===== config.mk =====
export PLATFORM = sky130hd
export DESIGN_NAME = efcs_sequencer
export DESIGN_NICKNAME = d
export VERILOG_FILES = /design/src/core/efcs_pkg.sv /design/src/core/efcs_op_timer.sv /design/src/core/efcs_sequencer.sv
export SDC_FILE = /design/constraint.sdc
export NUM_CORES = 1
export LEC_CHECK = 0
export BUFFER_PORTS_ARGS = -buffer_cell sky130_fd_sc_hd__buf_4
export CAP_MARGIN = 20
export CORE_MARGIN = 5
export CORE_UTILIZATION = 30
export CTS_CLUSTER_SIZE = 12
export DETAILED_ROUTE_END_ITERATION = 8
export GPL_TIMING_DRIVEN = 0
export MAX_ROUTING_LAYER = met4
export PLACE_DENSITY_LB_ADDON = 0.3
export SYNTH_ARGS = -nofsm -noshare
export SYNTH_HDL_FRONTEND = slang
export SYNTH_SLANG_ARGS = --single-unit

===== constraint.sdc =====
create_clock -name clock -period 4.7 [get_ports clock]
set_clock_uncertainty 0.2 [all_clocks]
set_input_delay 1.41 -clock clock [delete_from_list [all_inputs] [get_ports clock]]
set_output_delay 1.41 -clock clock [all_outputs]
set_load 0.02 [all_outputs]

===== src/core/efcs_pkg.sv =====
package efcs_pkg;
  // clock rate and operation times
  localparam int unsigned CLK_MHZ = 40;
  localparam int unsigned T_PROG8_NS = 2000;
  localparam int unsigned T_PROG128_NS = 20000;
  localparam int unsigned T_ERASE_NS = 100000;
  localparam int unsigned T_BLANK_NS = 1000;
  localparam logic [11:0] CYC_PROG8 = 12'((T_PROG8_NS * CLK_MHZ + 999) / 1000);
  localparam logic [11:0] CYC_PROG128 = 12'((T_PROG128_NS * CLK_MHZ + 999) / 1000);
  localparam logic [11:0] CYC_ERASE = 12'((T_ERASE_NS * CLK_MHZ + 999) / 1000);
  localparam logic [11:0] CYC_BLANK = 12'((T_BLANK_NS * CLK_MHZ + 999) / 1000);
  // register offsets, bit 17 low selects the register space
  localparam logic [17:0] A_PSTAT = 18'h00000;
  localparam logic [17:0] A_SSTAT = 18'h00004;
  localparam logic [17:0] A_ASTAT = 18'h00008;
  localparam logic [17:0] A_AEIE = 18'h0000c;
  localparam logic [17:0] A_ENTRY = 18'h00010;
  localparam logic [17:0] A_WEN = 18'h00014;
  localparam logic [17:0] A_REN = 18'h00018;
  localparam logic [17:0] A_RMODE = 18'h0001c;
  localparam logic [17:0] A_BCCTL = 18'h00020;
  localparam logic [17:0] A_BCRES = 18'h00024;
  localparam int EEP_BIT = 17;
  // field positions
  localparam int P_READY = 7;
  localparam int P_ENTD = 7;
  localparam int P_RDMD = 4;
  localparam int P_CHECK_SIZE_BIT = 15;
  localparam logic [4:0] ASTAT_LOCK_ONLY = 5'h10;
  // command bytes and word counts
  localparam logic [7:0] CMD_PROG = 8'he8;
  localparam logic [7:0] CMD_ERASE = 8'h20;
  localparam logic [7:0] CMD_BLANK = 8'h71;
  localparam logic [7:0] CMD_CLEAR = 8'h50;
  localparam logic [7:0] CMD_NORMAL = 8'hff;
  localparam logic [7:0] CMD_GO = 8'hd0;
  localparam logic [7:0] N_SMALL = 8'h04;
  localparam logic [7:0] N_LARGE = 8'h40;

  typedef enum logic [2:0] {S_IDLE, S_COUNT, S_DATA, S_PCONF, S_ECONF, S_BCONF} efcs_seq_e;
  typedef enum logic [1:0] {OP_PROG, OP_ERASE, OP_BLANK} efcs_op_e;

  typedef struct packed {
    logic rd;
    logic wr;
    logic fetch;
    logic word;
    logic [17:0] addr;
    logic [15:0] wdata;
  } efcs_bus_s;

  typedef struct packed {
    logic we;
    logic start;
    efcs_op_e kind;
    logic [16:0] addr;
    logic [15:0] wdata;
  } efcs_arr_s;
endpackage


===== src/core/efcs_op_timer.sv =====
`timescale 1ns/1ps
module efcs_op_timer (
  input wire logic clock, // 40 MHz
  input wire logic reset, // sync, high
  input wire logic start, // operation launch pulse
  input wire efcs_pkg::efcs_op_e kind, // operation kind
  input wire logic wide, // 128-byte program
  input wire logic abort, // halt on fault
  output logic busy, // operation running
  output logic done // one-cycle normal end
);
  typedef struct packed {
    logic [11:0] cnt;
    logic busy;
    logic done;
  } efcs_tmr_s;

  efcs_tmr_s s, n;

  // duration of each operation kind
  function automatic logic [11:0] opLen(efcs_pkg::efcs_op_e k, logic w);
    case (k)
      efcs_pkg::OP_PROG: opLen = w ? efcs_pkg::CYC_PROG128 : efcs_pkg::CYC_PROG8;
      efcs_pkg::OP_ERASE: opLen = efcs_pkg::CYC_ERASE;
      default: opLen = efcs_pkg::CYC_BLANK;
    endcase
  endfunction

  // countdown, abort stops without done
  always_comb begin
    n = s;
    n.done = 1'b0;
    if (start && !s.busy) begin
      n.cnt = opLen(kind, wide);
      n.busy = 1'b1;
    end else if (s.busy && abort) begin
      n.busy = 1'b0;
    end else if (s.busy) begin
      n.cnt = s.cnt - 12'h001;
      if (s.cnt == 12'h001) begin
        n.busy = 1'b0;
        n.done = 1'b1;
      end
    end
    if (reset) n = '0;
  end

  always_ff @(posedge clock) begin
    s <= n;
  end

  assign busy = s.busy;
  assign done = s.done;
endmodule


===== src/core/efcs_sequencer.sv =====
`timescale 1ns/1ps
module efcs_sequencer (
  input wire logic clock, // 40 MHz
  input wire logic reset, // sync, high
  input wire efcs_pkg::efcs_bus_s bus, // register and eeprom access
  input wire logic romDisabled, // mode pins disable on-chip rom
  input wire logic [15:0] arrRdata, // array read data
  input wire logic arrBlank, // area erased at blank end
  input wire logic arrFail, // program/erase verify fail
  input wire logic arrFault, // internal fault
  input wire logic eccDetect, // read-detect error
  input wire logic eccCorrect, // read-correct error
  output logic [15:0] rdata, // read data, cycle after strobe
  output efcs_pkg::efcs_arr_s arr, // array write and launch
  output logic irq // error interrupt pulse
);
  typedef struct packed {
    efcs_pkg::efcs_seq_e seq;
    logic ready;
    logic ilgl, ers, prg, flt, rdt, rcr;
    logic acc, ife, rpe, wpe;
    logic lockIe;
    logic [3:0] ie;
    logic entD;
    logic [6:0] entRom;
    logic [15:0] wen;
    logic [15:0] ren;
    logic rdMode;
    logic check_size_bit;
    logic [9:0] bcOff;
    logic bcRes;
    logic statusRd;
    logic wide;
    logic [6:0] nWords;
    logic [6:0] cnt;
    logic [16:0] base;
    logic [4:0] prevSt;
    logic [15:0] rdata;
    logic irq;
    efcs_pkg::efcs_arr_s arr;
  } efcs_state_s;

  efcs_state_s s, n;
  logic opBusy, opDone, opAbort;
  logic isEep, cmdOk, lock;
  logic [3:0] blk;
  logic [7:0] cmd;

  function automatic logic errAny(efcs_state_s x);
    errAny = x.ilgl | x.ers | x.prg | x.flt | x.rdt | x.rcr;
  endfunction

  function automatic logic [15:0] pstat(efcs_state_s x);
    pstat = {8'h00, x.ready, x.ilgl, x.ers, x.prg, 4'h0};
  endfunction

  function automatic logic [4:0] astat(efcs_state_s x);
    astat = {errAny(x), x.acc, x.ife, x.rpe, x.wpe};
  endfunction

  efcs_op_timer tmr (
    .clock(clock),
    .reset(reset),
    .start(s.arr.start),
    .kind(s.arr.kind),
    .wide(s.wide),
    .abort(opAbort),
    .busy(opBusy),
    .done(opDone)
  );

  // access decode
  assign isEep = bus.addr[efcs_pkg::EEP_BIT];
  assign blk = bus.addr[16:13];
  assign cmd = bus.wdata[7:0];
  assign lock = errAny(s);
  assign cmdOk = isEep && bus.wr && !romDisabled && !bus.fetch && s.entRom == 7'h00 && s.entD;
  assign opAbort = opBusy && (arrFault || eccDetect || eccCorrect);

  // next state
  always_comb begin
    n = s;
    n.arr.we = 1'b0;
    n.arr.start = 1'b0;
    n.rdata = 16'h0000;
    // interrupt on rising enabled status
    n.prevSt = astat(s);
    n.irq = |(astat(s) & ~s.prevSt & {s.lockIe, s.ie});
    // operation end
    if (opDone) begin
      n.ready = 1'b1;
      n.flt = 1'b0;
      n.rdt = 1'b0;
      n.rcr = 1'b0;
      if (s.arr.kind == efcs_pkg::OP_BLANK) n.bcRes = !arrBlank;
    end
    // register writes
    if (bus.wr && !isEep) begin
      case (bus.addr)
        efcs_pkg::A_ASTAT: begin
          n.acc = s.acc & bus.wdata[3];
          n.ife = s.ife & bus.wdata[2];
          n.rpe = s.rpe & bus.wdata[1];
          n.wpe = s.wpe & bus.wdata[0];
        end
        efcs_pkg::A_AEIE: begin
          n.lockIe = bus.wdata[4];
          n.ie = bus.wdata[3:0];
        end
        efcs_pkg::A_ENTRY: begin
          n.entD = bus.wdata[efcs_pkg::P_ENTD];
          n.entRom = bus.wdata[6:0];
        end
        efcs_pkg::A_WEN: n.wen = bus.wdata;
        efcs_pkg::A_REN: n.ren = bus.wdata;
        efcs_pkg::A_RMODE: n.rdMode = bus.wdata[efcs_pkg::P_RDMD];
        efcs_pkg::A_BCCTL: begin
          n.check_size_bit = bus.wdata[efcs_pkg::P_CHECK_SIZE_BIT];
          n.bcOff = bus.wdata[12:3];
        end
        default: ;
      endcase
    end
    // register reads
    if (bus.rd && !isEep) begin
      case (bus.addr)
        efcs_pkg::A_PSTAT: n.rdata = pstat(s);
        efcs_pkg::A_SSTAT: n.rdata = {11'h000, s.flt, 2'b00, s.rdt, s.rcr};
        efcs_pkg::A_ASTAT: n.rdata = {11'h000, astat(s)};
        efcs_pkg::A_AEIE: n.rdata = {11'h000, s.lockIe, s.ie};
        efcs_pkg::A_ENTRY: n.rdata = {8'h00, s.entD, s.entRom};
        efcs_pkg::A_WEN: n.rdata = s.wen;
        efcs_pkg::A_REN: n.rdata = s.ren;
        efcs_pkg::A_RMODE: n.rdata = {11'h000, s.rdMode, 4'h0};
        efcs_pkg::A_BCCTL: n.rdata = {s.check_size_bit, 2'b00, s.bcOff, 3'b000};
        efcs_pkg::A_BCRES: n.rdata = {15'h0000, s.bcRes};
        default: n.rdata = 16'h0000;
      endcase
    end
    // eeprom space accesses, ignored while rom is disabled
    if (isEep && (bus.rd || bus.wr) && !romDisabled) begin
      if (bus.rd && bus.fetch) begin
        n.ilgl = 1'b1;
        n.ife = 1'b1;
      end else if (s.entRom != 7'h00 || (bus.wr && !s.entD)) begin
        n.ilgl = 1'b1;
        n.acc = 1'b1;
        n.seq = efcs_pkg::S_IDLE;
      end else if (bus.rd && s.entD) begin
        if (s.statusRd) n.rdata = pstat(s);
        else begin
          n.ilgl = 1'b1;
          n.acc = 1'b1;
        end
      end else if (bus.rd) begin
        if (s.ren[blk]) n.rdata = arrRdata;
        else begin
          n.ilgl = 1'b1;
          n.rpe = 1'b1;
        end
      end else if (lock) begin
        // only a clear at lock-only status unlocks
        if (cmd == efcs_pkg::CMD_CLEAR && astat(s) == efcs_pkg::ASTAT_LOCK_ONLY
            && !opBusy) begin
          n.ilgl = 1'b0;
          n.ers = 1'b0;
          n.prg = 1'b0;
          n.flt = 1'b0;
          n.rdt = 1'b0;
          n.rcr = 1'b0;
        end else n.ilgl = 1'b1;
        n.seq = efcs_pkg::S_IDLE;
      end else if (!s.ready || opBusy) begin
        n.ilgl = 1'b1;
        n.seq = efcs_pkg::S_IDLE;
      end else begin
        case (s.seq)
          efcs_pkg::S_IDLE: begin
            n.statusRd = 1'b1;
            case (cmd)
              efcs_pkg::CMD_PROG: n.seq = efcs_pkg::S_COUNT;
              efcs_pkg::CMD_ERASE: n.seq = efcs_pkg::S_ECONF;
              efcs_pkg::CMD_BLANK: begin
                // without read mode set this leaves status read mode, like the normal command
                if (s.rdMode) n.seq = efcs_pkg::S_BCONF;
                else n.statusRd = 1'b0;
              end
              efcs_pkg::CMD_CLEAR: ;
              efcs_pkg::CMD_NORMAL: n.statusRd = 1'b0;
              default: n.ilgl = 1'b1;
            endcase
          end
          efcs_pkg::S_COUNT: begin
            if (cmd == efcs_pkg::N_SMALL || cmd == efcs_pkg::N_LARGE) begin
              n.nWords = cmd[6:0];
              n.wide = cmd == efcs_pkg::N_LARGE;
              n.cnt = 7'h00;
              n.seq = efcs_pkg::S_DATA;
            end else begin
              n.ilgl = 1'b1;
              n.seq = efcs_pkg::S_IDLE;
            end
          end
          efcs_pkg::S_DATA: begin
            if (!bus.word || (s.cnt == 7'h00 && (s.wide ? bus.addr[6:0] != 7'h00
                : bus.addr[2:0] != 3'h0))) begin
              n.ilgl = 1'b1;
              n.seq = efcs_pkg::S_IDLE;
            end else begin
              if (s.cnt == 7'h00) n.base = bus.addr[16:0];
              n.arr.we = 1'b1;
              n.arr.addr = s.cnt == 7'h00 ? bus.addr[16:0] : 17'(s.base + {s.cnt, 1'b0});
              n.arr.wdata = bus.wdata;
              n.cnt = 7'(s.cnt + 7'h01);
              if (7'(s.cnt + 7'h01) == s.nWords) n.seq = efcs_pkg::S_PCONF;
            end
          end
          efcs_pkg::S_PCONF: begin
            n.seq = efcs_pkg::S_IDLE;
            if (cmd != efcs_pkg::CMD_GO) n.ilgl = 1'b1;
            else if (!s.wen[s.base[16:13]]) begin
              n.ilgl = 1'b1;
              n.wpe = 1'b1;
            end else begin
              n.arr.start = 1'b1;
              n.arr.kind = efcs_pkg::OP_PROG;
              n.arr.addr = s.base;
              n.ready = 1'b0;
            end
          end
          efcs_pkg::S_ECONF: begin
            n.seq = efcs_pkg::S_IDLE;
            if (cmd != efcs_pkg::CMD_GO) n.ilgl = 1'b1;
            else if (!s.wen[blk]) begin
              n.ilgl = 1'b1;
              n.wpe = 1'b1;
            end else begin
              n.arr.start = 1'b1;
              n.arr.kind = efcs_pkg::OP_ERASE;
              n.arr.addr = {blk, 13'h0000};
              n.ready = 1'b0;
            end
          end
          efcs_pkg::S_BCONF: begin
            n.seq = efcs_pkg::S_IDLE;
            if (cmd != efcs_pkg::CMD_GO) n.ilgl = 1'b1;
            else begin
              n.arr.start = 1'b1;
              n.arr.kind = efcs_pkg::OP_BLANK;
              n.arr.addr = s.check_size_bit ? {blk, 13'h0000} : {blk, s.bcOff, 3'b000};
              n.ready = 1'b0;
            end
          end
          default: n.seq = efcs_pkg::S_IDLE;
        endcase
      end
    end
    // verify failures land after the bus decode, so they win over a clear
    if (opDone && arrFail && s.arr.kind == efcs_pkg::OP_PROG) n.prg = 1'b1;
    if (opDone && arrFail && s.arr.kind == efcs_pkg::OP_ERASE) n.ers = 1'b1;
    // faults during an operation halt it with ready left low
    if (opAbort) begin
      n.flt = s.flt | arrFault;
      n.rdt = s.rdt | eccDetect;
      n.rcr = s.rcr | eccCorrect;
    end
    if (reset) begin
      n = '0;
      n.ready = 1'b1;
    end
  end

  always_ff @(posedge clock) begin
    s <= n;
  end

  assign rdata = s.rdata;
  assign arr = s.arr;
  assign irq = s.irq;
endmodule


==> key figures <==
Finish
  • Post-route cell area: 11750 um2
  • FILL cells: 3445
  • Diodes inserted: 0
  • Synthesis-to-layout area growth: 20.21%
  • Final Core Density: 36.30%
  • Share of layout cells above drive strength 1: 18.07%
  • Nets@finish: 1450

STA
  • Setup TNS: 0 ns
  • Worst-Margin Slew: 1.053 ns
  • Final Hold Viols: 0
  • Slew headroom: 29.24%
  • Final Setup Violations: 0
  • F_max: 227.0 MHz
  • RSZ-0062 raised after global routing: no
  • Pins Over Slew Limit: 0
  • Final period util: 93.72%
  • Final Hold Slack: 0.2531 ns
  • Min Tclk post-route: 4.405 ns

Logic synthesis
  • Register area share after synthesis: 36.45%
  • Mapped Cells: 1249
  • Warnings from Yosys: 0
  • Async S/R FF share, synth: 0%
  • Netlist cell types: 78
  • Yosys reg bits: 178
  • Ys flop type: dfxtp_1
  • Syn nets: 1323
  • Number of enable flip-flop cells after synthesis: 0
  • Post-Syn Area: 9776 um2
  • Syn Area/Cell: 7.827 um2

Critical path
  • Cell Chain, Critical Path: buf_4, nor4_1, nand4_1, nor3_2, nand2_1, clkbuf_1, nand2_1, a21oi_1
  • CP delay by family, top: simple AND/OR/NAND/NOR gates
  • CP Class: primary input to flip-flop
  • Worst path required time: 4.81 ns
  • CP arrival: 4.51 ns
  • Most frequent CP cell: nand2_1
  • CP max stage cell: nor4_1
  • Slowest stage delay, CP: 0.84 ns
  • Critical Path End Type: flip-flop
  • Worst-path maximum fanout: 10
  • Worst setup SP type: primary input
  • Crit path buffers/inverters: 2

Routing
  • Initial DRC Count: 950
  • # DRC: 0
  • Via density: 5.477
  • Post-route antenna net violation count: 0
  • Vias: 10030
  • Wirelength per Cell: 20.29 um
  • First-pass iteration count of the detailed router: 6
  • Final WL: 37.16 mm

CTS
  • Clock sinks: 178
  • CTS Hold Bufs: 0
  • Clk root buf: clkbuf_16
  • CTS max path bufs: 2
  • Postcts setup bufs: 0
  • CTS clk-pin slew, worst paths: 0.08 ns
  • Skew-Pair Late Insertion Delay: 0.45 ns
  • Post-CTS sizing: 0
  • H-tree lvl count: 4
  • Clock buffer count from CTS: 17
  • CTS tree: built

Floorplan
  • I/O pin cnt: 116
  • Die Height: 190.5 um
  • Die X: 190.5 um
  • Die Area: 36300 um2
  • Core ar.: 32370 um2
  • Row cnt: 66
  • Initial Util: 30.20%

Placed design
  • Final HPWL DP: 28.36 mm
  • Port Buffer Count: 107
  • Placer Congestion: 0.9433
  • Placed Area: 11140 um2

Outcome
  • Status: finished clean

Global routing
  • Pin count of the biggest net entering global routing: 18
  • Congestion Overflow GR: 0
  • Met2 Use GR: 31.72%
  • Met3 Use GR: 3.204%
  • Global-route total usage across every layer: 20.46%
  • First-pass GRT wire length: 55.71 mm
  • GRT Max-Usage Layer: met2
  • Met1 Use GR: 26.90%
  • Vias in the first global route: 9212
  • Initial antenna violation count: 0

Power
  • Leak: 4.127 nW
  • Max rail drop VDD: 0.2235 mV
  • Final Power: 3.217 mW
  • P per Cell Area: 273.7 nW/um2

Worst hold path
  • Hold crit path type: flip-flop to flip-flop

Flow run
  • Max-cap violation count: 0
[cell families (layout without fill, tap and decap cells)]
logic type	Yosys count	count (layout)	synth area share (%)
DFF	178	178	36.45
AOI/OAI and AO/OA	317	317	20.73
muxes	40	40	5.555
buffers and inverters	150	290	8.447
and+or+nand+nor	533	533	25.50
adders and majority gates	12	12	1.613
xor gates and xnor gates	19	19	1.702
[routing by layer]
metal	vias up	wire, um
met2	418	17010
met1	4857	16520
li1	4677	-
met4	0	1314
met3	77	2322
met5	-	0
[tightest hold or removal path: stages, from the launching register on]
cell and delay [ns]:
dfxtp_1 0.31, nand2_1 0.05, a21oi_1 0.05
[metrics by stage]
step	setup WS, ns	cells
2_1_floorplan	1.034	1249
3_3_place_gp	-0.3670	1798
3_5_place_dp	-0.2116	1799
4_1_cts	0.2460	1831
5_1_grt	0.07155	1831
6_report	0.2950	1831
[cell usage in the layout, fill, tap and decap left out, types with 25 or more instances in the layout]
master	n
mux2i_1	25
buf_4	165
a21oi_1	129
nor2_1	130
nor3_1	29
clkbuf_1	52
dfxtp_1	178
nand2_1	234
a22oi_1	29
o21ai_0	47
[path summary, 6_finish.rpt]
path	slack [ns]	startpoint	end	depth (start not counted)
hold / removal	0.25	arr[8]	arr[8]	2
setup reg to reg	1.37	s[158]	s[78]	6
setup / recovery	0.29	bus[24]	s[119]	8
hold reg to reg	0.25	arr[8]	arr[8]	2
[cell usage after synthesis (6+ instances only)]
master,number,share of area (%)
mux2i_1,25,2.6
dfxtp_1,178,36
o211ai_1,7,0.54
nor4_1,11,0.70
a222oi_1,11,1.1
a21oi_1,129,6.6
nand3_1,19,0.97
mux4_2,11,2.5
a211oi_1,15,1.2
o22ai_1,6,0.38
nor2_1,130,5.0
ha_1,11,1.4
a311oi_1,11,0.99
buf_2,12,0.61
nor2b_1,13,0.83
buf_4,57,4.4
and2_1,13,0.83
a22oi_1,29,2.2
inv_1,21,0.81
nor3_1,29,1.5
and3_1,13,0.83
clkbuf_1,52,2.0
nand2_1,234,9.0
xor2_1,10,0.90
o21ai_0,47,2.4
nand2b_1,8,0.51
xnor2_1,9,0.81
o2111ai_1,6,0.54
nand4_1,15,0.96
nor3b_1,6,0.46
a31oi_1,9,0.58
[area by class of cell]
class / instances / area [um2] / area share, %
Buffer: 128 / 743.2 / 6.325
Clock buffer: 18 / 439.2 / 3.737
Clock inverter: 14 / 166.4 / 1.416
Inverter: 22 / 82.58 / 0.7027
Multi-Input combinational cell: 921 / 5393 / 45.89
Sequential cell: 178 / 3563 / 30.32
Tap cell: 442 / 553.0 / 4.706
Timing Repair Buffer: 108 / 810.8 / 6.899
[sequential cells by signal, summed over array words and instances, names as in the netlist]
name / flops
tmr.s: 12
tmr.busy: 1
tmr.done: 1
s: 110
arr: 37
irq: 1
rdata: 16
[power breakdown]
part | internal (mW) | total, mW | switching, mW
sequential | 1.51 | 1.51 | 0.00311
combinational | 0.0618 | 0.201 | 0.139
clock | 0.817 | 1.50 | 0.686
total | 2.39 | 3.22 | 0.828
Power figures use the tool's default switching activity.
